<file path="config.mk">
export PLATFORM = sky130hd
export DESIGN_NAME = regulator_control_regs
export DESIGN_NICKNAME = d
export VERILOG_FILES = /design/src/logic/regulator_pkg.sv /design/src/logic/buck_on_sequencer.sv /design/src/logic/regulator_control_regs.sv
export SDC_FILE = /design/constraint.sdc
export NUM_CORES = 1
export LEC_CHECK = 0
export BUFFER_PORTS_ARGS = -buffer_cell sky130_fd_sc_hd__buf_2
export CAP_MARGIN = 5
export CORE_UTILIZATION = 65
export CTS_CLUSTER_DIAMETER = 150
export CTS_CLUSTER_SIZE = 16
export DETAILED_ROUTE_END_ITERATION = 16
export PLACE_DENSITY = 0.86
export SYNTH_ARGS = -nofsm -noshare
export SYNTH_HDL_FRONTEND = slang
export SYNTH_SLANG_ARGS = --single-unit
</file>
<file path="constraint.sdc">
create_clock -name clock_i -period 5.8 [get_ports clock_i]
set_clock_uncertainty 0.1 [all_clocks]
set_input_delay 0.58 -clock clock_i [delete_from_list [all_inputs] [get_ports clock_i]]
set_output_delay 0.58 -clock clock_i [all_outputs]
set_load 0.005 [all_outputs]
</file>
<file path="src/logic/regulator_pkg.sv">
// Constants, register map and state codes for the regulator control slice.
// Assumes a 100 MHz system clock and a byte-wide register port.
package regulator_pkg;

    // Register byte addresses
    localparam logic [7:0] ADDR_BUCK_B_LEVEL   = 8'h07;
    localparam logic [7:0] ADDR_LDO_A_CTRL     = 8'h08;
    localparam logic [7:0] ADDR_LDO_B_CTRL     = 8'h09;
    localparam logic [7:0] ADDR_LDO_A_LEVEL    = 8'h0a;
    localparam logic [7:0] ADDR_LDO_B_LEVEL    = 8'h0b;
    localparam logic [7:0] ADDR_BUCK_A_DELAYS  = 8'h0c;

    // Reset values
    localparam logic [7:0] RST_BUCK_B_LEVEL    = 8'hfc;
    localparam logic [7:0] RST_LDO_CTRL        = 8'h07;
    localparam logic [7:0] RST_LDO_LEVEL       = 8'h19;
    localparam logic [7:0] RST_BUCK_A_DELAYS   = 8'h00;
    localparam logic [7:0] READ_UNMAPPED       = 8'h00;

    // Field positions
    localparam int BIT_REG_ENABLE   = 0;
    localparam int BIT_PIN_SELECT   = 1;
    localparam int BIT_DISCHARGE    = 2;
    localparam int LDO_CODE_MSB     = 4;
    localparam int ON_DELAY_LSB     = 0;
    localparam int OFF_DELAY_LSB    = 4;
    localparam int DELAY_CODE_W     = 4;
    localparam int MV_W             = 12;

    // Second buck level code ranges and output levels in mV
    localparam logic [7:0] BUCK_RSV_LAST    = 8'h13;
    localparam logic [7:0] BUCK_FINE_FIRST  = 8'h14;
    localparam logic [7:0] BUCK_MID_FIRST   = 8'h18;
    localparam logic [7:0] BUCK_COARSE_FIRST = 8'h9e;
    localparam int BUCK_FINE_BASE_MV   = 700;
    localparam int BUCK_FINE_STEP_MV   = 10;
    localparam int BUCK_MID_BASE_MV    = 735;
    localparam int BUCK_MID_STEP_MV    = 5;
    localparam int BUCK_COARSE_BASE_MV = 1420;
    localparam int BUCK_COARSE_STEP_MV = 20;

    // Linear regulator level codes
    localparam logic [4:0] LDO_CODE_LAST = 5'h19;
    localparam int LDO_BASE_MV = 800;
    localparam int LDO_STEP_MV = 100;

    // Delay timing
    localparam int CLK_FREQ_KHZ      = 100000;
    localparam int DELAY_STEP_US     = 500;
    localparam int DELAY_STEP_CYCLES = DELAY_STEP_US * CLK_FREQ_KHZ / 1000;

    typedef enum logic [3:0] {
        SEQ_OFF      = 4'b0001,
        SEQ_WAIT_ON  = 4'b0010,
        SEQ_ON       = 4'b0100,
        SEQ_WAIT_OFF = 4'b1000
    } seq_state_t;

endpackage

</file>
<file path="src/logic/buck_on_sequencer.sv">
// Start-up and shutdown delay sequencer for the first buck converter.
// Assumes the pin level input is already synchronised to clock_i.
module buck_on_sequencer #(
    parameter int STEP_CYCLES = regulator_pkg::DELAY_STEP_CYCLES
) (
    input  wire logic       clock_i,
    input  wire logic       nrst_i,
    input  wire logic       ce_i,
    input  wire logic       pin_level_i,
    input  wire logic [3:0] on_code_i,
    input  wire logic [3:0] off_code_i,
    input  wire logic       on_scale_i,
    input  wire logic       off_scale_i,
    output logic            run_o
);
    localparam int PRE_W = $clog2(STEP_CYCLES + 1);
    localparam logic [PRE_W-1:0] PRE_LAST = PRE_W'(STEP_CYCLES - 1);
    localparam logic [PRE_W-1:0] PRE_ZERO = '0;
    localparam logic [4:0] STEPS_ZERO = 5'h00;
    localparam logic [4:0] STEPS_ONE  = 5'h01;

    regulator_pkg::seq_state_t state_reg, state_next;
    logic [PRE_W-1:0] pre_reg, pre_next;
    logic [4:0]       steps_reg, steps_next;
    logic             prev_reg, prev_next;
    logic             run_reg, run_next;
    logic [4:0]       on_len, off_len;
    logic             rise, fall, tick;

    assign run_o = run_reg;

    always_comb begin
        on_len  = on_scale_i ? {on_code_i, 1'b0} : {1'b0, on_code_i};
        off_len = off_scale_i ? {off_code_i, 1'b0} : {1'b0, off_code_i};
        rise = pin_level_i & ~prev_reg;
        fall = ~pin_level_i & prev_reg;
        tick = (pre_reg == PRE_LAST);
        state_next = state_reg;
        pre_next   = pre_reg;
        steps_next = steps_reg;
        prev_next  = pin_level_i;
        case (state_reg)
            regulator_pkg::SEQ_OFF: begin
                if (rise) begin
                    pre_next   = PRE_ZERO;
                    steps_next = on_len;
                    state_next = (on_len == STEPS_ZERO) ?
                        regulator_pkg::SEQ_ON :
                        regulator_pkg::SEQ_WAIT_ON;
                end
            end
            regulator_pkg::SEQ_WAIT_ON: begin
                if (fall) begin
                    state_next = regulator_pkg::SEQ_OFF;
                end else if (tick) begin
                    pre_next   = PRE_ZERO;
                    steps_next = steps_reg - STEPS_ONE;
                    if (steps_reg == STEPS_ONE) begin
                        state_next = regulator_pkg::SEQ_ON;
                    end
                end else begin
                    pre_next = pre_reg + PRE_W'(1);
                end
            end
            regulator_pkg::SEQ_ON: begin
                if (fall) begin
                    pre_next   = PRE_ZERO;
                    steps_next = off_len;
                    state_next = (off_len == STEPS_ZERO) ?
                        regulator_pkg::SEQ_OFF :
                        regulator_pkg::SEQ_WAIT_OFF;
                end
            end
            regulator_pkg::SEQ_WAIT_OFF: begin
                if (rise) begin
                    state_next = regulator_pkg::SEQ_ON;
                end else if (tick) begin
                    pre_next   = PRE_ZERO;
                    steps_next = steps_reg - STEPS_ONE;
                    if (steps_reg == STEPS_ONE) begin
                        state_next = regulator_pkg::SEQ_OFF;
                    end
                end else begin
                    pre_next = pre_reg + PRE_W'(1);
                end
            end
            default: begin
                state_next = regulator_pkg::SEQ_OFF;
            end
        endcase
        run_next = (state_next == regulator_pkg::SEQ_ON) ||
                   (state_next == regulator_pkg::SEQ_WAIT_OFF);
    end

    always_ff @(posedge clock_i or negedge nrst_i) begin
        if (!nrst_i) begin
            state_reg <= regulator_pkg::SEQ_OFF;
            pre_reg   <= '0;
            steps_reg <= 5'h00;
            prev_reg  <= 1'b0;
            run_reg   <= 1'b0;
        end else if (ce_i) begin
            state_reg <= state_next;
            pre_reg   <= pre_next;
            steps_reg <= steps_next;
            prev_reg  <= prev_next;
            run_reg   <= run_next;
        end
    end

endmodule // buck_on_sequencer

</file>
<file path="src/logic/regulator_control_regs.sv">
// Register slice and enable logic for the second buck level, both linear
// regulators and the first buck start-up/shutdown delays.
// Assumes a serial engine on clock_i presents one byte write or read per
// strobe, and that the enable pin is asynchronous to clock_i.
//
// Summary of operation
// - Buck B codes 0x00-0x13 are flagged reserved; 0x14-0x17 give 700-730 mV.
// - Buck B codes 0x18-0x9d give 735-1400 mV in 5 mV steps.
// - Buck B codes 0x9e-0xff give 1420-3360 mV in 20 mV steps.
// - A disabled LDO discharges only when its discharge bit is set.
// - With pin select clear an LDO follows its register enable bit alone.
// - With pin select set an LDO runs only when enable bit and pin are high.
// - The LDO enable bit turns it off at 0 and on at 1; control resets to 0x07.
// - LDO codes give 800 mV plus 100 mV per step up to 0x19, reset 0x19.
// - Buck A turns off its shutdown code times 0.5 ms after a pin fall.
// - The shutdown scale input doubles the shutdown step to 1 ms.
// - Buck A turns on its start-up code times 0.5 ms after a pin rise.
// - The start-up scale input doubles the start-up step to 1 ms.
module regulator_control_regs #(
    parameter int HALF_MS_CYCLES = regulator_pkg::DELAY_STEP_CYCLES
) (
    input  wire logic        clock_i,
    input  wire logic        nrst_i,
    input  wire logic        ce_i,
    input  wire logic        enable_pin_i,
    input  wire logic        on_scale_i,
    input  wire logic        off_scale_i,
    input  wire logic        reg_write_i,
    input  wire logic [7:0]  reg_addr_i,
    input  wire logic [7:0]  reg_wdata_i,
    output logic      [7:0]  reg_rdata_o,
    output logic             ldo_a_on_o,
    output logic             ldo_b_on_o,
    output logic             ldo_a_discharge_o,
    output logic             ldo_b_discharge_o,
    output logic      [11:0] ldo_a_millivolts_o,
    output logic      [11:0] ldo_b_millivolts_o,
    output logic             ldo_a_code_reserved_o,
    output logic             ldo_b_code_reserved_o,
    output logic      [11:0] buck_b_millivolts_o,
    output logic             buck_b_code_reserved_o,
    output logic             buck_a_on_o
);
    localparam logic [11:0] MV_ZERO = 12'h000;

    // Register storage
    logic [7:0] buck_b_output_level_reg, buck_b_output_level_next;
    logic [7:0] buck_a_sequence_delays_reg, buck_a_sequence_delays_next;
    logic [7:0] ldo_control_reg [2];
    logic [7:0] ldo_control_next [2];
    logic [7:0] ldo_output_level_reg [2];
    logic [7:0] ldo_output_level_next [2];
    logic [7:0] rdata_reg, rdata_next;

    // Enable pin synchroniser and debounced level
    logic pin_s1_reg, pin_s2_reg, pin_s3_reg, pin_level_reg;
    logic pin_level_next;

    // Decoded outputs
    logic [1:0]  ldo_on_reg, ldo_on_next;
    logic [1:0]  ldo_dis_reg, ldo_dis_next;
    logic [1:0]  ldo_rsv_reg, ldo_rsv_next;
    logic [11:0] ldo_mv_reg [2];
    logic [11:0] ldo_mv_next [2];
    logic [11:0] buck_mv_reg, buck_mv_next;
    logic        buck_rsv_reg, buck_rsv_next;

    logic [7:0] ldo_addr_ctrl [2];
    logic [7:0] ldo_addr_level [2];

    assign ldo_addr_ctrl[0]  = regulator_pkg::ADDR_LDO_A_CTRL;
    assign ldo_addr_ctrl[1]  = regulator_pkg::ADDR_LDO_B_CTRL;
    assign ldo_addr_level[0] = regulator_pkg::ADDR_LDO_A_LEVEL;
    assign ldo_addr_level[1] = regulator_pkg::ADDR_LDO_B_LEVEL;

    // Register writes and read data
    always_comb begin
        buck_b_output_level_next    = buck_b_output_level_reg;
        buck_a_sequence_delays_next = buck_a_sequence_delays_reg;
        for (int i = 0; i < 2; i++) begin
            ldo_control_next[i]      = ldo_control_reg[i];
            ldo_output_level_next[i] = ldo_output_level_reg[i];
        end
        if (reg_write_i) begin
            if (reg_addr_i == regulator_pkg::ADDR_BUCK_B_LEVEL) begin
                buck_b_output_level_next = reg_wdata_i;
            end
            if (reg_addr_i == regulator_pkg::ADDR_BUCK_A_DELAYS) begin
                buck_a_sequence_delays_next = reg_wdata_i;
            end
            for (int i = 0; i < 2; i++) begin
                if (reg_addr_i == ldo_addr_ctrl[i]) begin
                    ldo_control_next[i] = reg_wdata_i;
                end
                if (reg_addr_i == ldo_addr_level[i]) begin
                    ldo_output_level_next[i] = reg_wdata_i;
                end
            end
        end
        case (reg_addr_i)
            regulator_pkg::ADDR_BUCK_B_LEVEL: begin
                rdata_next = buck_b_output_level_reg;
            end
            regulator_pkg::ADDR_LDO_A_CTRL: begin
                rdata_next = ldo_control_reg[0];
            end
            regulator_pkg::ADDR_LDO_B_CTRL: begin
                rdata_next = ldo_control_reg[1];
            end
            regulator_pkg::ADDR_LDO_A_LEVEL: begin
                rdata_next = ldo_output_level_reg[0];
            end
            regulator_pkg::ADDR_LDO_B_LEVEL: begin
                rdata_next = ldo_output_level_reg[1];
            end
            regulator_pkg::ADDR_BUCK_A_DELAYS: begin
                rdata_next = buck_a_sequence_delays_reg;
            end
            default: begin
                rdata_next = regulator_pkg::READ_UNMAPPED;
            end
        endcase
    end

    always_ff @(posedge clock_i or negedge nrst_i) begin
        if (!nrst_i) begin
            buck_b_output_level_reg    <= regulator_pkg::RST_BUCK_B_LEVEL;
            buck_a_sequence_delays_reg <= regulator_pkg::RST_BUCK_A_DELAYS;
            for (int i = 0; i < 2; i++) begin
                ldo_control_reg[i]      <= regulator_pkg::RST_LDO_CTRL;
                ldo_output_level_reg[i] <= regulator_pkg::RST_LDO_LEVEL;
            end
            rdata_reg <= regulator_pkg::READ_UNMAPPED;
        end else if (ce_i) begin
            buck_b_output_level_reg    <= buck_b_output_level_next;
            buck_a_sequence_delays_reg <= buck_a_sequence_delays_next;
            for (int i = 0; i < 2; i++) begin
                ldo_control_reg[i]      <= ldo_control_next[i];
                ldo_output_level_reg[i] <= ldo_output_level_next[i];
            end
            rdata_reg <= rdata_next;
        end
    end

    // Enable pin: a change counts once the second and third stages agree
    always_comb begin
        pin_level_next = (pin_s2_reg == pin_s3_reg) ? pin_s3_reg :
                         pin_level_reg;
    end

    always_ff @(posedge clock_i or negedge nrst_i) begin
        if (!nrst_i) begin
            pin_s1_reg    <= 1'b0;
            pin_s2_reg    <= 1'b0;
            pin_s3_reg    <= 1'b0;
            pin_level_reg <= 1'b0;
        end else if (ce_i) begin
            pin_s1_reg    <= enable_pin_i;
            pin_s2_reg    <= pin_s1_reg;
            pin_s3_reg    <= pin_s2_reg;
            pin_level_reg <= pin_level_next;
        end
    end

    // Linear regulator enable, discharge and level decode
    always_comb begin
        for (int i = 0; i < 2; i++) begin
            ldo_on_next[i] =
                ldo_control_reg[i][regulator_pkg::BIT_REG_ENABLE] &
                (~ldo_control_reg[i][regulator_pkg::BIT_PIN_SELECT] |
                 pin_level_reg);
            ldo_dis_next[i] = ~ldo_on_next[i] &
                ldo_control_reg[i][regulator_pkg::BIT_DISCHARGE];
            ldo_rsv_next[i] = (ldo_output_level_reg[i][7:0] >
                {3'b000, regulator_pkg::LDO_CODE_LAST});
            ldo_mv_next[i] = ldo_rsv_next[i] ? MV_ZERO :
                12'(regulator_pkg::LDO_BASE_MV + regulator_pkg::LDO_STEP_MV *
                int'(ldo_output_level_reg[i]
                     [regulator_pkg::LDO_CODE_MSB:0]));
        end
    end

    // Second buck level decode
    always_comb begin
        buck_rsv_next = 1'b0;
        if (buck_b_output_level_reg <= regulator_pkg::BUCK_RSV_LAST) begin
            buck_rsv_next = 1'b1;
            buck_mv_next  = MV_ZERO;
        end else if (buck_b_output_level_reg <
                     regulator_pkg::BUCK_MID_FIRST) begin
            buck_mv_next = 12'(regulator_pkg::BUCK_FINE_BASE_MV +
                regulator_pkg::BUCK_FINE_STEP_MV *
                int'(buck_b_output_level_reg -
                regulator_pkg::BUCK_FINE_FIRST));
        end else if (buck_b_output_level_reg <
                     regulator_pkg::BUCK_COARSE_FIRST) begin
            buck_mv_next = 12'(regulator_pkg::BUCK_MID_BASE_MV +
                regulator_pkg::BUCK_MID_STEP_MV *
                int'(buck_b_output_level_reg -
                regulator_pkg::BUCK_MID_FIRST));
        end else begin
            buck_mv_next = 12'(regulator_pkg::BUCK_COARSE_BASE_MV +
                regulator_pkg::BUCK_COARSE_STEP_MV *
                int'(buck_b_output_level_reg -
                regulator_pkg::BUCK_COARSE_FIRST));
        end
    end

    always_ff @(posedge clock_i or negedge nrst_i) begin
        if (!nrst_i) begin
            ldo_on_reg   <= 2'b00;
            ldo_dis_reg  <= 2'b00;
            ldo_rsv_reg  <= 2'b00;
            ldo_mv_reg[0] <= MV_ZERO;
            ldo_mv_reg[1] <= MV_ZERO;
            buck_mv_reg  <= MV_ZERO;
            buck_rsv_reg <= 1'b0;
        end else if (ce_i) begin
            ldo_on_reg   <= ldo_on_next;
            ldo_dis_reg  <= ldo_dis_next;
            ldo_rsv_reg  <= ldo_rsv_next;
            ldo_mv_reg[0] <= ldo_mv_next[0];
            ldo_mv_reg[1] <= ldo_mv_next[1];
            buck_mv_reg  <= buck_mv_next;
            buck_rsv_reg <= buck_rsv_next;
        end
    end

    // First buck delayed enable
    buck_on_sequencer #(
        .STEP_CYCLES (HALF_MS_CYCLES)
    ) u_buck_a_seq (
        .clock_i     (clock_i),
        .nrst_i      (nrst_i),
        .ce_i        (ce_i),
        .pin_level_i (pin_level_reg),
        .on_code_i   (buck_a_sequence_delays_reg[regulator_pkg::ON_DELAY_LSB +:
                      regulator_pkg::DELAY_CODE_W]),
        .off_code_i  (buck_a_sequence_delays_reg
                      [regulator_pkg::OFF_DELAY_LSB +:
                      regulator_pkg::DELAY_CODE_W]),
        .on_scale_i  (on_scale_i),
        .off_scale_i (off_scale_i),
        .run_o       (buck_a_on_o)
    );

    assign reg_rdata_o            = rdata_reg;
    assign ldo_a_on_o             = ldo_on_reg[0];
    assign ldo_b_on_o             = ldo_on_reg[1];
    assign ldo_a_discharge_o      = ldo_dis_reg[0];
    assign ldo_b_discharge_o      = ldo_dis_reg[1];
    assign ldo_a_millivolts_o     = ldo_mv_reg[0];
    assign ldo_b_millivolts_o     = ldo_mv_reg[1];
    assign ldo_a_code_reserved_o  = ldo_rsv_reg[0];
    assign ldo_b_code_reserved_o  = ldo_rsv_reg[1];
    assign buck_b_millivolts_o    = buck_mv_reg;
    assign buck_b_code_reserved_o = buck_rsv_reg;

endmodule // regulator_control_regs

</file>
==> impl_metrics.py, run 1 <==
metrics = {
    "synth": {
        "synthArstFlopShare": 1.00,
        "ys_top_cells_by_area": "dfrtp_1, ha_1, dfstp_2, xnor2_1, mux2_1",
        "post_synth_instance_area_um2": 8940,
        "synth_largest_area_cell": "dfrtp_1",
        "yosysWarningCount": 0,
        "seq_area_frac_synth": 0.356,
        "netlist_cell_types": 72,
        "netlist.area_leader.share": 0.300,
        "synth.ff_latch_count": 126,
        "commonest_register_cell_after_synthesis": "dfrtp_1",
        "synth_edf_count": 0,
        "syn_avg_cell_area_um2": 9.66,
        "synthCells": 925,
    },
    "global_routing": {
        "track_usage": 0.331,
        "antenna_found_initial": 0,
        "first_global_vias": 7343,
        "largest_net_degree_at_the_start_of_global_routing": 82,
        "globalRouteOverflowTotal": 0,
        "grt_first_pass_wirelength_mm": 36.6,
    },
    "routing": {
        "vias": 7381,
        "drt-initial-drc-count": 743,
        "drc_markers": 0,
        "totalWireLength_mm": 22.2,
        "post_detailed_route_via_to_cell_ratio": 6.31,
        "drt.antenna.violating_nets": 0,
        "firstDrtPassIters": 5,
        "post_drt_wl_per_cell_um": 19.0,
    },
    "sta": {
        "timing.final.ws_setup_ns": 1.75,
        "timing.final.crit_period_ns": 4.05,
        "worst_slew_pin_slew_ns": 1.02,
        "timing.setup.tns_ns": 0,
        "final_max_slew_viol_count": 0,
        "rsz0062_at_grt": "false",
        "finalHoldViolCount": 0,
        "timing.fmax_mhz": 247,
        "slew_headroom": 0.323,
        "min_period_over_period": 0.698,
        "setup_viol": 0,
    },
    "hold_path": {
        "worst_hold_path_type": "in -> async",
    },
    "worst_setup_path": {
        "timing.critical_path.slowest_cell_delay_ns": 0.61,
        "start_kind": "register",
        "worst_path_cell_trace": "inv_1 > ha_1 > a21oi_1 > xor2_1 > ha_1 > ha_1 > nand2b_1 > a211oi_1 > nor4_1 > a311oi_1 > xnor2_1 > a21oi_1 > a21oi_1",
        "cp_slowest_cell": "dfstp_2",
        "cp_data_arrival_time_ns": 4.25,
        "worstSetupPathType": "reg -> reg",
        "worst_r2r_startpoint": "buck_b_output_level_reg[3]",
        "worst-path-buf-inv": 1,
        "worst_ep_required_time_ns": 6.00,
        "critPathTopFamily": "compound AO/OA/AOI/OAI gates",
        "crit_path_max_fanout": 8,
        "crit_start": "buck_b_output_level_reg[3]",
        "critical_path.endpoint_type": "register",
    },
    "layout": {
        "number_of_standard_cells_in_the_final_layout_excluding_fillers": 1170,
        "post_route_cells_drive_above_1_share": 0.164,
        "area_growth_pct": 11.5,
        "final_std_cell_area_no_fill_um2": 9970,
        "final_net_count": 1099,
        "mostFrequentLayoutCells": "dfrtp_1, ha_1, buf_2",
        "postLayoutCoreUtil": 0.747,
        "n_antenna_cell": 0,
        "final_common_cell": "dfrtp_1",
    },
    "placement": {
        "port-buffer-count": 70,
        "dp.cells": 1138,
        "detailedPlace.worstSlack_ns": 2.02,
        "post-dp-hpwl_mm": 15.3,
        "place_area_um2": 9360,
        "finalWeightedCongestion": 0.899,
    },
    "clock_tree": {
        "cts.sink_count": 126,
        "worst_setup_hold_path_clk_slew_ns": 0.07,
        "cts_inserted_buffers": 17,
        "setup_buffers_after_cts": 0,
        "cts.hold.buffers_added": 0,
        "clock_tree.buffer_depth": 2,
        "tritoncts": "done",
        "library_cell_used_as_clock_root_buffer": "clkbuf_16",
        "post_cts_sizing": 0,
        "worstSkewPairLatency_ns": 0.43,
        "ctsHtreeMaxLevel": 4,
    },
    "pwr": {
        "pwr_density_cell_nw_per_um2": 291,
        "p_leak_nw": 4.73,
        "irDropWorstVdd_mv": 0.256,
    },
    "floorplan": {
        "die-area_um2": 14200,
        "die_width_um": 119,
        "design.portCount": 75,
        "die_ht_um": 119,
        "rows": 42,
        "coreArea_um2": 13300,
        "start_util": 0.669,
    },
    "outcome": {
        "run_status": "completed",
    },
    "run": {
        "cap_violations": 0,
    },
}
## where the power goes
part / switching [mW] / internal [mW]
sequential: 0.0875 / 0.972
clock: 0.457 / 0.648
combinational: 0.416 / 0.314
total: 0.961 / 1.93
## cells in the mapped netlist (all sizes together) (10+ instances only)
cell type	instances
o2bb2ai	22
clkbuf	26
buf	15
a22o	13
mux2i	12
nor3	18
o21ai	69
fa	10
nor2b	12
a21o	11
ha	85
nor2	66
inv	61
nor4	12
nand2b	15
dfstp	19
mux2	46
dfrtp	107
nand3	23
xnor2	45
nand2	55
xor2	17
a21oi	54
and3	10
## cells by family after synthesis
logic type	after synthesis	synth area share
mux	62	0.0815
other cells	1	0.000420
compound gates	235	0.173
flops	126	0.356
simple gates	241	0.138
fa+ha+maj	95	0.141
buf+inv	102	0.0473
xor+xnor	63	0.0633
## per-layer routing
| layer | track usage | vias to the layer above | wire, µm |
|---|---|---|---|
| li1 | - | 3429 | - |
| met5 | 0 | - | 0 |
| met3 | 0.0881 | 62 | 1630 |
| met4 | 0.119 | 0 | 630 |
| met2 | 0.532 | 316 | 10500 |
| met1 | 0.429 | 3574 | 9470 |
## final timing paths
check | end | slack [ns] | depth (start not counted)
setup / recovery | buck_b_millivolts_o[10] | 1.75 | 13
hold / removal | buck_b_millivolts_o[8] | 0.22 | 1
setup reg to reg | buck_b_millivolts_o[10] | 1.75 | 13
hold reg to reg | ldo_rsv_reg[0] | 0.38 | 1
max in group asynchronous | ldo_b_millivolts_o[10] | 4.23 | 2
min in group clock_i | pin_s1_reg | 0.31 | 2
## final cells by class
cell class | instances | area, µm²
multi-input combinational | 700 | 5350
clock buffer | 17 | 425
clock inverter | 15 | 178
fill | 883 | 3380
inverter | 61 | 229
timing repair buffer | 75 | 390
tap | 176 | 220
sequential | 126 | 3180
## stage by stage
stage | hold WS [ns] | power [mW]
floorplan | 0.184 | 1.59
global placement | 0.359 | 1.76
detailed placement | 0.362 | 1.78
CTS | 0.260 | 2.89
global route | 0.304 | 3.03
finish | 0.217 | 2.90
No activity file was read; power rests on OpenSTA's default activity.
==> run 2: changes to the inputs <==
- ABC_AREA: not set -> 1
- CORE_UTILIZATION: 65 -> 55
- PLACE_DENSITY: 0.86 -> 0.77
- clock period: 5.8 -> 3.4 ns (I/O delays scaled with it)
==> run 2 against run 1 <==
  * The run now ends with negative setup slack left
  * Count of clock-buffer cells in the layout increased by 6
  * Global-route usage is 4.6 points lower
  * Combinational power grew to 2.5 times the previous value
  * Setup slack worse by 1.8 ns
  * Maximum frequency grew 18%
  * Critical path type unchanged
==> impl_metrics.py, run 2 <==
metrics = {
    "global_routing": {
        "grt_first_pass_wirelength_mm": 37.3,
        "track_usage": 0.285,
        "globalRouteOverflowTotal": 0,
        "first_global_vias": 7516,
        "largest_net_degree_at_the_start_of_global_routing": 68,
        "antenna_found_initial": 0,
    },
    "synth": {
        "netlist.area_leader.share": 0.297,
        "seq_area_frac_synth": 0.352,
        "ys_top_cells_by_area": "dfrtp_1, ha_1, nand2_1, o21ai_0, inv_1",
        "syn_avg_cell_area_um2": 7.95,
        "synth.ff_latch_count": 126,
        "post_synth_instance_area_um2": 9020,
        "synthCells": 1135,
        "synth_common_cells": "nand2_1, inv_1, o21ai_0",
        "synth.most_common_cell": "nand2_1",
        "commonest_register_cell_after_synthesis": "dfrtp_1",
        "yosysWarningCount": 0,
        "netlist_cell_types": 59,
        "synth_edf_count": 0,
        "synth_largest_area_cell": "dfrtp_1",
        "synthArstFlopShare": 1.00,
    },
    "outcome": {
        "violations_in_the_final_reports": "negative setup slack",
        "run_status": "complete, but fails checks",
    },
    "floorplan": {
        "die_width_um": 130,
        "design.portCount": 75,
        "rows": 46,
        "coreArea_um2": 15900,
        "start_util": 0.566,
        "die_ht_um": 130,
        "die-area_um2": 16900,
    },
    "worst_setup_path": {
        "worst_ep_required_time_ns": 3.62,
        "crit_path_max_fanout": 4,
        "critical_path.most_common_cell": "nand2_1",
        "cp_slowest_cell": "dfstp_2",
        "timing.critical_path.slowest_cell_delay_ns": 0.58,
        "worst-path-buf-inv": 1,
        "start_kind": "register",
        "worst_path_cell_trace": "ha_4 > xor2_2 > inv_1 > fa_2 > fa_2 > ha_4 > a21o_1 > o21bai_1 > nand2_1 > nand3_1 > a21oi_1 > o21ai_0 > nand2_1 > nand2_1 > nand2_1 > nand2_1",
        "critical_path.endpoint_type": "register",
        "critPathTopFamily": "adder cells",
        "worstSetupPathType": "reg -> reg",
        "cp_data_arrival_time_ns": 3.65,
    },
    "layout": {
        "final_std_cell_area_no_fill_um2": 10800,
        "fillerInstances": 1310,
        "mostFrequentLayoutCells": "nand2_1, inv_1, dfrtp_1",
        "final_net_count": 1353,
        "area_growth_pct": 20.0,
        "post_route_cells_drive_above_1_share": 0.221,
        "final_common_cell": "nand2_1",
        "number_of_standard_cells_in_the_final_layout_excluding_fillers": 1465,
    },
    "sta": {
        "setup_viol": 1,
        "finalHoldViolCount": 0,
        "timing.final.ws_setup_ns": -0.0317,
        "timing.fmax_mhz": 291,
        "final_max_slew_viol_count": 0,
        "slew_headroom": 0.362,
        "timing.final.crit_period_ns": 3.43,
        "worst_slew_pin_slew_ns": 0.955,
        "min_period_over_period": 1.01,
        "timing.setup.tns_ns": -0.0317,
        "rsz0062_at_grt": "true",
    },
    "placement": {
        "place_area_um2": 9730,
        "finalWeightedCongestion": 0.956,
        "post-dp-hpwl_mm": 17.4,
        "port-buffer-count": 70,
        "detailedPlace.worstSlack_ns": -0.0804,
        "dp.cells": 1425,
    },
    "clock_tree": {
        "tritoncts": "done",
        "ctsHtreeMaxLevel": 4,
        "clock_tree.buffer_depth": 2,
        "worstSkewPairLatency_ns": 0.43,
        "worst_setup_hold_path_clk_slew_ns": 0.06,
        "cts.sink_count": 126,
        "library_cell_used_as_clock_root_buffer": "clkbuf_16",
        "cts_inserted_buffers": 17,
    },
    "routing": {
        "totalWireLength_mm": 23.9,
        "vias": 8209,
        "post_detailed_route_via_to_cell_ratio": 5.60,
        "firstDrtPassIters": 5,
        "drt-initial-drc-count": 643,
        "drt.antenna.violating_nets": 0,
        "post_drt_wl_per_cell_um": 16.3,
        "drc_markers": 0,
    },
    "pwr": {
        "p_leak_nw": 5.29,
        "pwr_density_cell_nw_per_um2": 515,
        "irDropWorstVdd_mv": 0.399,
    },
    "hold_path": {
        "worst_hold_path_type": "in -> reg",
    },
    "run": {
        "cap_violations": 0,
    },
}
-- run 2: cell count changes in the layout (fill, tap and decap cells not counted), moves of 13 or more --
cell and change:
inv_1 +78, mux2_1 -27, ha_4 +14, nand2b_1 -14
buf_4 +31, mux2_2 -19, xnor2_1 -32, nand2_2 +13
o21ai_0 +63, nand3_1 +27, nand2_1 +190, o2bb2ai_1 -22
o21ai_1 -16, ha_1 -18
-- run 2: layout make-up --
class,instances,area (µm²),share of cell area
antenna,1,2.50,0.000231
clock buffer,23,468,0.0432
clock inverter,9,159,0.0147
inverter,154,588,0.0543
multi-input combinational,828,5520,0.510
sequential,126,3180,0.293
tap,216,270,0.0250
timing repair buffer,108,644,0.0595
-- run 2: timing repair --
| item | in CTS | in global routing |
|---|---|---|
| resized for setup | 17 | 63 |
| endpoints found under the hold margin | 56 | 0 |
| hold buffers | 1 | 0 |
| pin swaps | 2 | 24 |
| buffers inserted | 1 | 5 |
| endpoints found under the setup margin | 4 | 6 |
-- run 2: cell families (layout without fill, tap and decap cells) --
family / Yosys count / count (layout) / share of synthesized area
XOR/XNOR: 42 / 42 / 0.0408
buffers and inverters: 184 / 294 / 0.0822
other: 1 / 5 / 0.000416
flip-flops: 126 / 126 / 0.352
AND/OR/NAND/NOR: 446 / 446 / 0.228
adder cells (fa/ha/maj): 95 / 95 / 0.140
AO/OA/AOI/OAI: 241 / 241 / 0.157
-- run 2: tightest hold or removal path: cells and delay by family --
kind          cells  cell delay, ns
simple gates      2            0.10
buf+inv           1            0.07
-- run 2: report_power, final --
group | total, mW | switching (mW) | internal, mW
combinational | 1.83 | 1.10 | 0.725
clock | 1.97 | 0.699 | 1.27
sequential | 1.78 | 0.123 | 1.66
total | 5.58 | 1.92 | 3.65
-- run 2: through the flow --
stage	hold slack, ns	util	power [mW]
after floorplan	-0.0556	-	2.88
after global placement	0.360	0.611	3.32
after detailed placement	0.370	0.611	3.36
after CTS	0.0271	0.656	5.36
after global routing	0.0384	0.679	5.86
final	0.0278	0.679	5.58
-- run 2: final timing paths --
| check | start | endpoint | slack, ns | cells past startpoint |
|---|---|---|---|---|
| max | buck_b_output_level_reg[3] | buck_b_millivolts_o[11] | -0.03 | 16 |
| min | enable_pin_i | pin_s1_reg | 0.03 | 3 |
| max reg2reg | buck_b_output_level_reg[3] | buck_b_millivolts_o[11] | -0.03 | 16 |
| min reg2reg | buck_b_millivolts_o[2] | buck_b_millivolts_o[2] | 0.38 | 2 |
| max in group asynchronous | nrst_i | ldo_control_reg[2] | 1.88 | 3 |
| min in group asynchronous | nrst_i | buck_b_millivolts_o[3] | 0.45 | 2 |
-- run 2: metal layers --
metal	wire, µm	part of all wire	global-route usage
met2	10900	0.46	0.446
met5	0	0	0
met3	1460	0.061	0.0353
met4	597	0.025	0.0964
met1	10900	0.46	0.408
==> run 3: changes to the inputs <==
- CELL_PAD_IN_SITES_DETAIL_PLACEMENT: not set -> 0
- CELL_PAD_IN_SITES_GLOBAL_PLACEMENT: not set -> 1
- CORE_ASPECT_RATIO: not set -> 1.75
- CORE_UTILIZATION: 55 -> 41
- PLACE_DENSITY: 0.77 -> not set
- PLACE_DENSITY_LB_ADDON: not set -> 0.1
- SYNTH_HIERARCHICAL: not set -> 1
==> run 3 against run 2 <==
  * The run now ends clean
  * Via count grew 3.9%
  * Largest cell class unchanged
  * Global-route usage shrank 3.5 points
  * Core utilization shrank 16 points
  * First-iteration DRC count shrank 35%
  * Register-to-register slack gained 0.12 ns
  * Design area grew 6.4%
  * Count of clock-buffer cells in the layout shrank 5
  * Sequential share of layout area shrank 1.8 points
  * Critical endpoint is now buck_b_millivolts_o[7]
==> impl_metrics.py, run 3 <==
metrics = {
    "synth": {
        "synthCells": 1251,
        "synth_largest_area_cell": "dfrtp_1",
        "netlist_cell_types": 54,
        "synth.most_common_cell": "nand2_1",
        "seq_area_frac_synth": 0.338,
        "post_synth_instance_area_um2": 9390,
        "netlist.area_leader.share": 0.285,
        "synthArstFlopShare": 1.00,
        "synth_edf_count": 0,
        "commonest_register_cell_after_synthesis": "dfrtp_1",
        "synth_common_cells": "nand2_1, inv_1, o21ai_0",
        "yosysWarningCount": 6,
        "syn_avg_cell_area_um2": 7.50,
        "ys_top_cells_by_area": "dfrtp_1, nand2_1, ha_1, o21ai_0, inv_1",
        "synth.ff_latch_count": 126,
    },
    "clock_tree": {
        "clock_tree.buffer_depth": 2,
        "cts_inserted_buffers": 17,
        "worst_setup_hold_path_clk_slew_ns": 0.06,
        "library_cell_used_as_clock_root_buffer": "clkbuf_16",
        "ctsHtreeMaxLevel": 4,
        "worstSkewPairLatency_ns": 0.44,
        "cts.sink_count": 126,
        "tritoncts": "done",
    },
    "layout": {
        "n_antenna_cell": 0,
        "final_common_cell": "nand2_1",
        "area_growth_pct": 22.7,
        "postLayoutCoreUtil": 0.517,
        "fillerInstances": 2288,
        "mostFrequentLayoutCells": "nand2_1, inv_1, o21ai_0",
        "post_route_cells_drive_above_1_share": 0.237,
        "final_net_count": 1503,
        "number_of_standard_cells_in_the_final_layout_excluding_fillers": 1695,
    },
    "sta": {
        "worst_hold_margin_ns": 0.0200,
        "timing.final.crit_period_ns": 3.31,
        "final_max_slew_viol_count": 0,
        "finalHoldViolCount": 0,
        "timing.setup.tns_ns": 0,
        "slew_headroom": 0.371,
        "worst_slew_pin_slew_ns": 0.944,
        "min_period_over_period": 0.973,
        "rsz0062_at_grt": "true",
        "setup_viol": 0,
        "timing.fmax_mhz": 302,
    },
    "worst_setup_path": {
        "crit_path_max_fanout": 3,
        "worst_r2r_startpoint": "buck_b_output_level_reg[4]",
        "setup.reg_to_reg.worst_slack_ns": 0.09,
        "start_kind": "register",
        "rr_endpoint": "buck_b_millivolts_o[7]",
        "cp_data_arrival_time_ns": 3.52,
        "crit_start": "buck_b_output_level_reg[4]",
        "worst_ep_required_time_ns": 3.61,
        "timing.reg2reg.worst_path_depth": 13,
        "worst_setup_endpoint": "buck_b_millivolts_o[7]",
        "worstSetupPathType": "reg -> reg",
        "critical_path.endpoint_type": "register",
    },
    "pwr": {
        "irDropWorstVdd_mv": 0.323,
        "p_leak_nw": 5.80,
        "share_clk_of_total_power": 0.381,
        "pwr-share-comb": 0.277,
        "p_int_mw": 3.33,
        "switching_share": 0.328,
        "seq_power_share": 0.343,
        "pwr_density_cell_nw_per_um2": 430,
        "netSwitchingPower_mw": 1.62,
    },
    "global_routing": {
        "first_global_vias": 8561,
        "antenna_found_initial": 0,
        "track_usage": 0.250,
        "largest_net_degree_at_the_start_of_global_routing": 54,
        "globalRouteOverflowTotal": 0,
        "grt_first_pass_wirelength_mm": 43.8,
    },
    "placement": {
        "post-dp-hpwl_mm": 22.0,
        "dp.cells": 1652,
        "finalWeightedCongestion": 0.861,
        "port-buffer-count": 70,
    },
    "outcome": {
        "run_status": "completed",
    },
    "routing": {
        "drt.antenna.violating_nets": 0,
        "drt-initial-drc-count": 417,
        "firstDrtPassIters": 5,
        "drc_markers": 0,
        "post_detailed_route_via_to_cell_ratio": 5.03,
        "vias": 8529,
        "post_drt_wl_per_cell_um": 16.4,
        "totalWireLength_mm": 27.7,
    },
    "floorplan": {
        "die_width_um": 116,
        "die_ht_um": 202,
        "die-area_um2": 23500,
        "start_util": 0.422,
        "rows": 72,
        "design.portCount": 75,
        "coreArea_um2": 22300,
    },
    "run": {
        "cap_violations": 0,
    },
    "hold_path": {
        "min_delay_path_depth": 3,
        "worst_hold_path_type": "in -> reg",
    },
}
## run 3: cell types whose count changed in the layout (fill, tap and decap cells not counted), moves of 7 or more
| cell | delta |
|---|---|
| nand3_1 | +22 |
| nor3_2 | -7 |
| a221oi_1 | -13 |
| o21ai_0 | +12 |
| inv_2 | +16 |
| o21ai_1 | +14 |
| nor3_1 | +9 |
| a21oi_1 | -8 |
| nand2_2 | +13 |
| buf_4 | +32 |
| nand2_1 | +80 |
| nor4_1 | -8 |
| a31oi_1 | -10 |
## run 3: layout make-up
cell class	count	area [µm²]	area share
timing repair buffer	144	947	0.0823
tap	296	370	0.0322
clock inverter	14	169	0.0147
clock buffer	18	439	0.0381
multi-input combinational	932	5790	0.503
sequential	126	3180	0.276
inverter	165	622	0.0540
## run 3: logic make-up (layout without fill, tap and decap cells)
group,Yosys count,after routing,synth area share
buffers and inverters,196,341,0.0858
XOR/XNOR,43,43,0.0409
AO/OA/AOI/OAI,215,215,0.125
other,1,4,0.000400
flip-flops,126,126,0.338
AND/OR/NAND/NOR,576,576,0.276
adder cells (fa/ha/maj),94,94,0.133
## run 3: what timing repair did
| action | in CTS | in global routing |
|---|---|---|
| setup endpoints to repair | 4 | 7 |
| pin swaps | 0 | 29 |
| hold endpoints to repair | 46 | 0 |
| setup buffers | 0 | 10 |
| cloned | 0 | 0 |
| gates resized for setup | 7 | 74 |
| hold buffers | 1 | 0 |
## run 3: power groups by stage
stage	combinational [mW]	clock (mW)	sequential, mW
floorplan	0.866	0	1.71
global placement	1.25	0	1.72
detailed placement	1.26	0	1.72
CTS	1.27	1.93	1.70
global route	1.55	1.99	1.71
finish	1.37	1.88	1.70
## run 3: worst max-delay path, cell delays in order (launching register included)
cell and delay [ns]:
dfstp_2 0.57, ha_4 0.16, xor2_2 0.19, inv_2 0.08
fa_1 0.39, fa_2 0.56, ha_4 0.21, a21oi_2 0.18
o21ai_2 0.09, a21oi_1 0.15, xor2_1 0.18, nand2_1 0.08
a21oi_2 0.14, o21ai_0 0.09
## run 3: worst min-delay path by stage
stage | start | to | slack (ns)
global placement | nrst_i | ldo_a_millivolts_o[8] | 0.22
finish | enable_pin_i | pin_s1_reg | 0.02
global route | enable_pin_i | pin_s1_reg | 0.01
CTS | enable_pin_i | pin_s1_reg | 0.002
detailed placement | nrst_i | ldo_a_millivolts_o[5] | 0.22
floorplan | nrst_i | buck_a_sequence_delays_reg[0] | -0.06
## run 3: routing by layer
metal,global-route usage,up-vias,share of wire
li1,-,4328,-
met1,0.241,4006,0.36
met2,0.481,133,0.56
met3,0.0432,62,0.021
met4,0.137,0,0.054
met5,0,-,0
## run 3: through the flow
stage / power, mW / cell area (µm²) / setup WS [ns]
floorplan: 2.57 / 9400 / 0.0937
global placement: 2.97 / 10400 / 0.00679
detailed placement: 2.98 / 10400 / -0.0593
CTS: 4.90 / 11100 / 0.0157
global route: 5.25 / 11500 / -0.0708
finish: 4.95 / 11500 / 0.0927
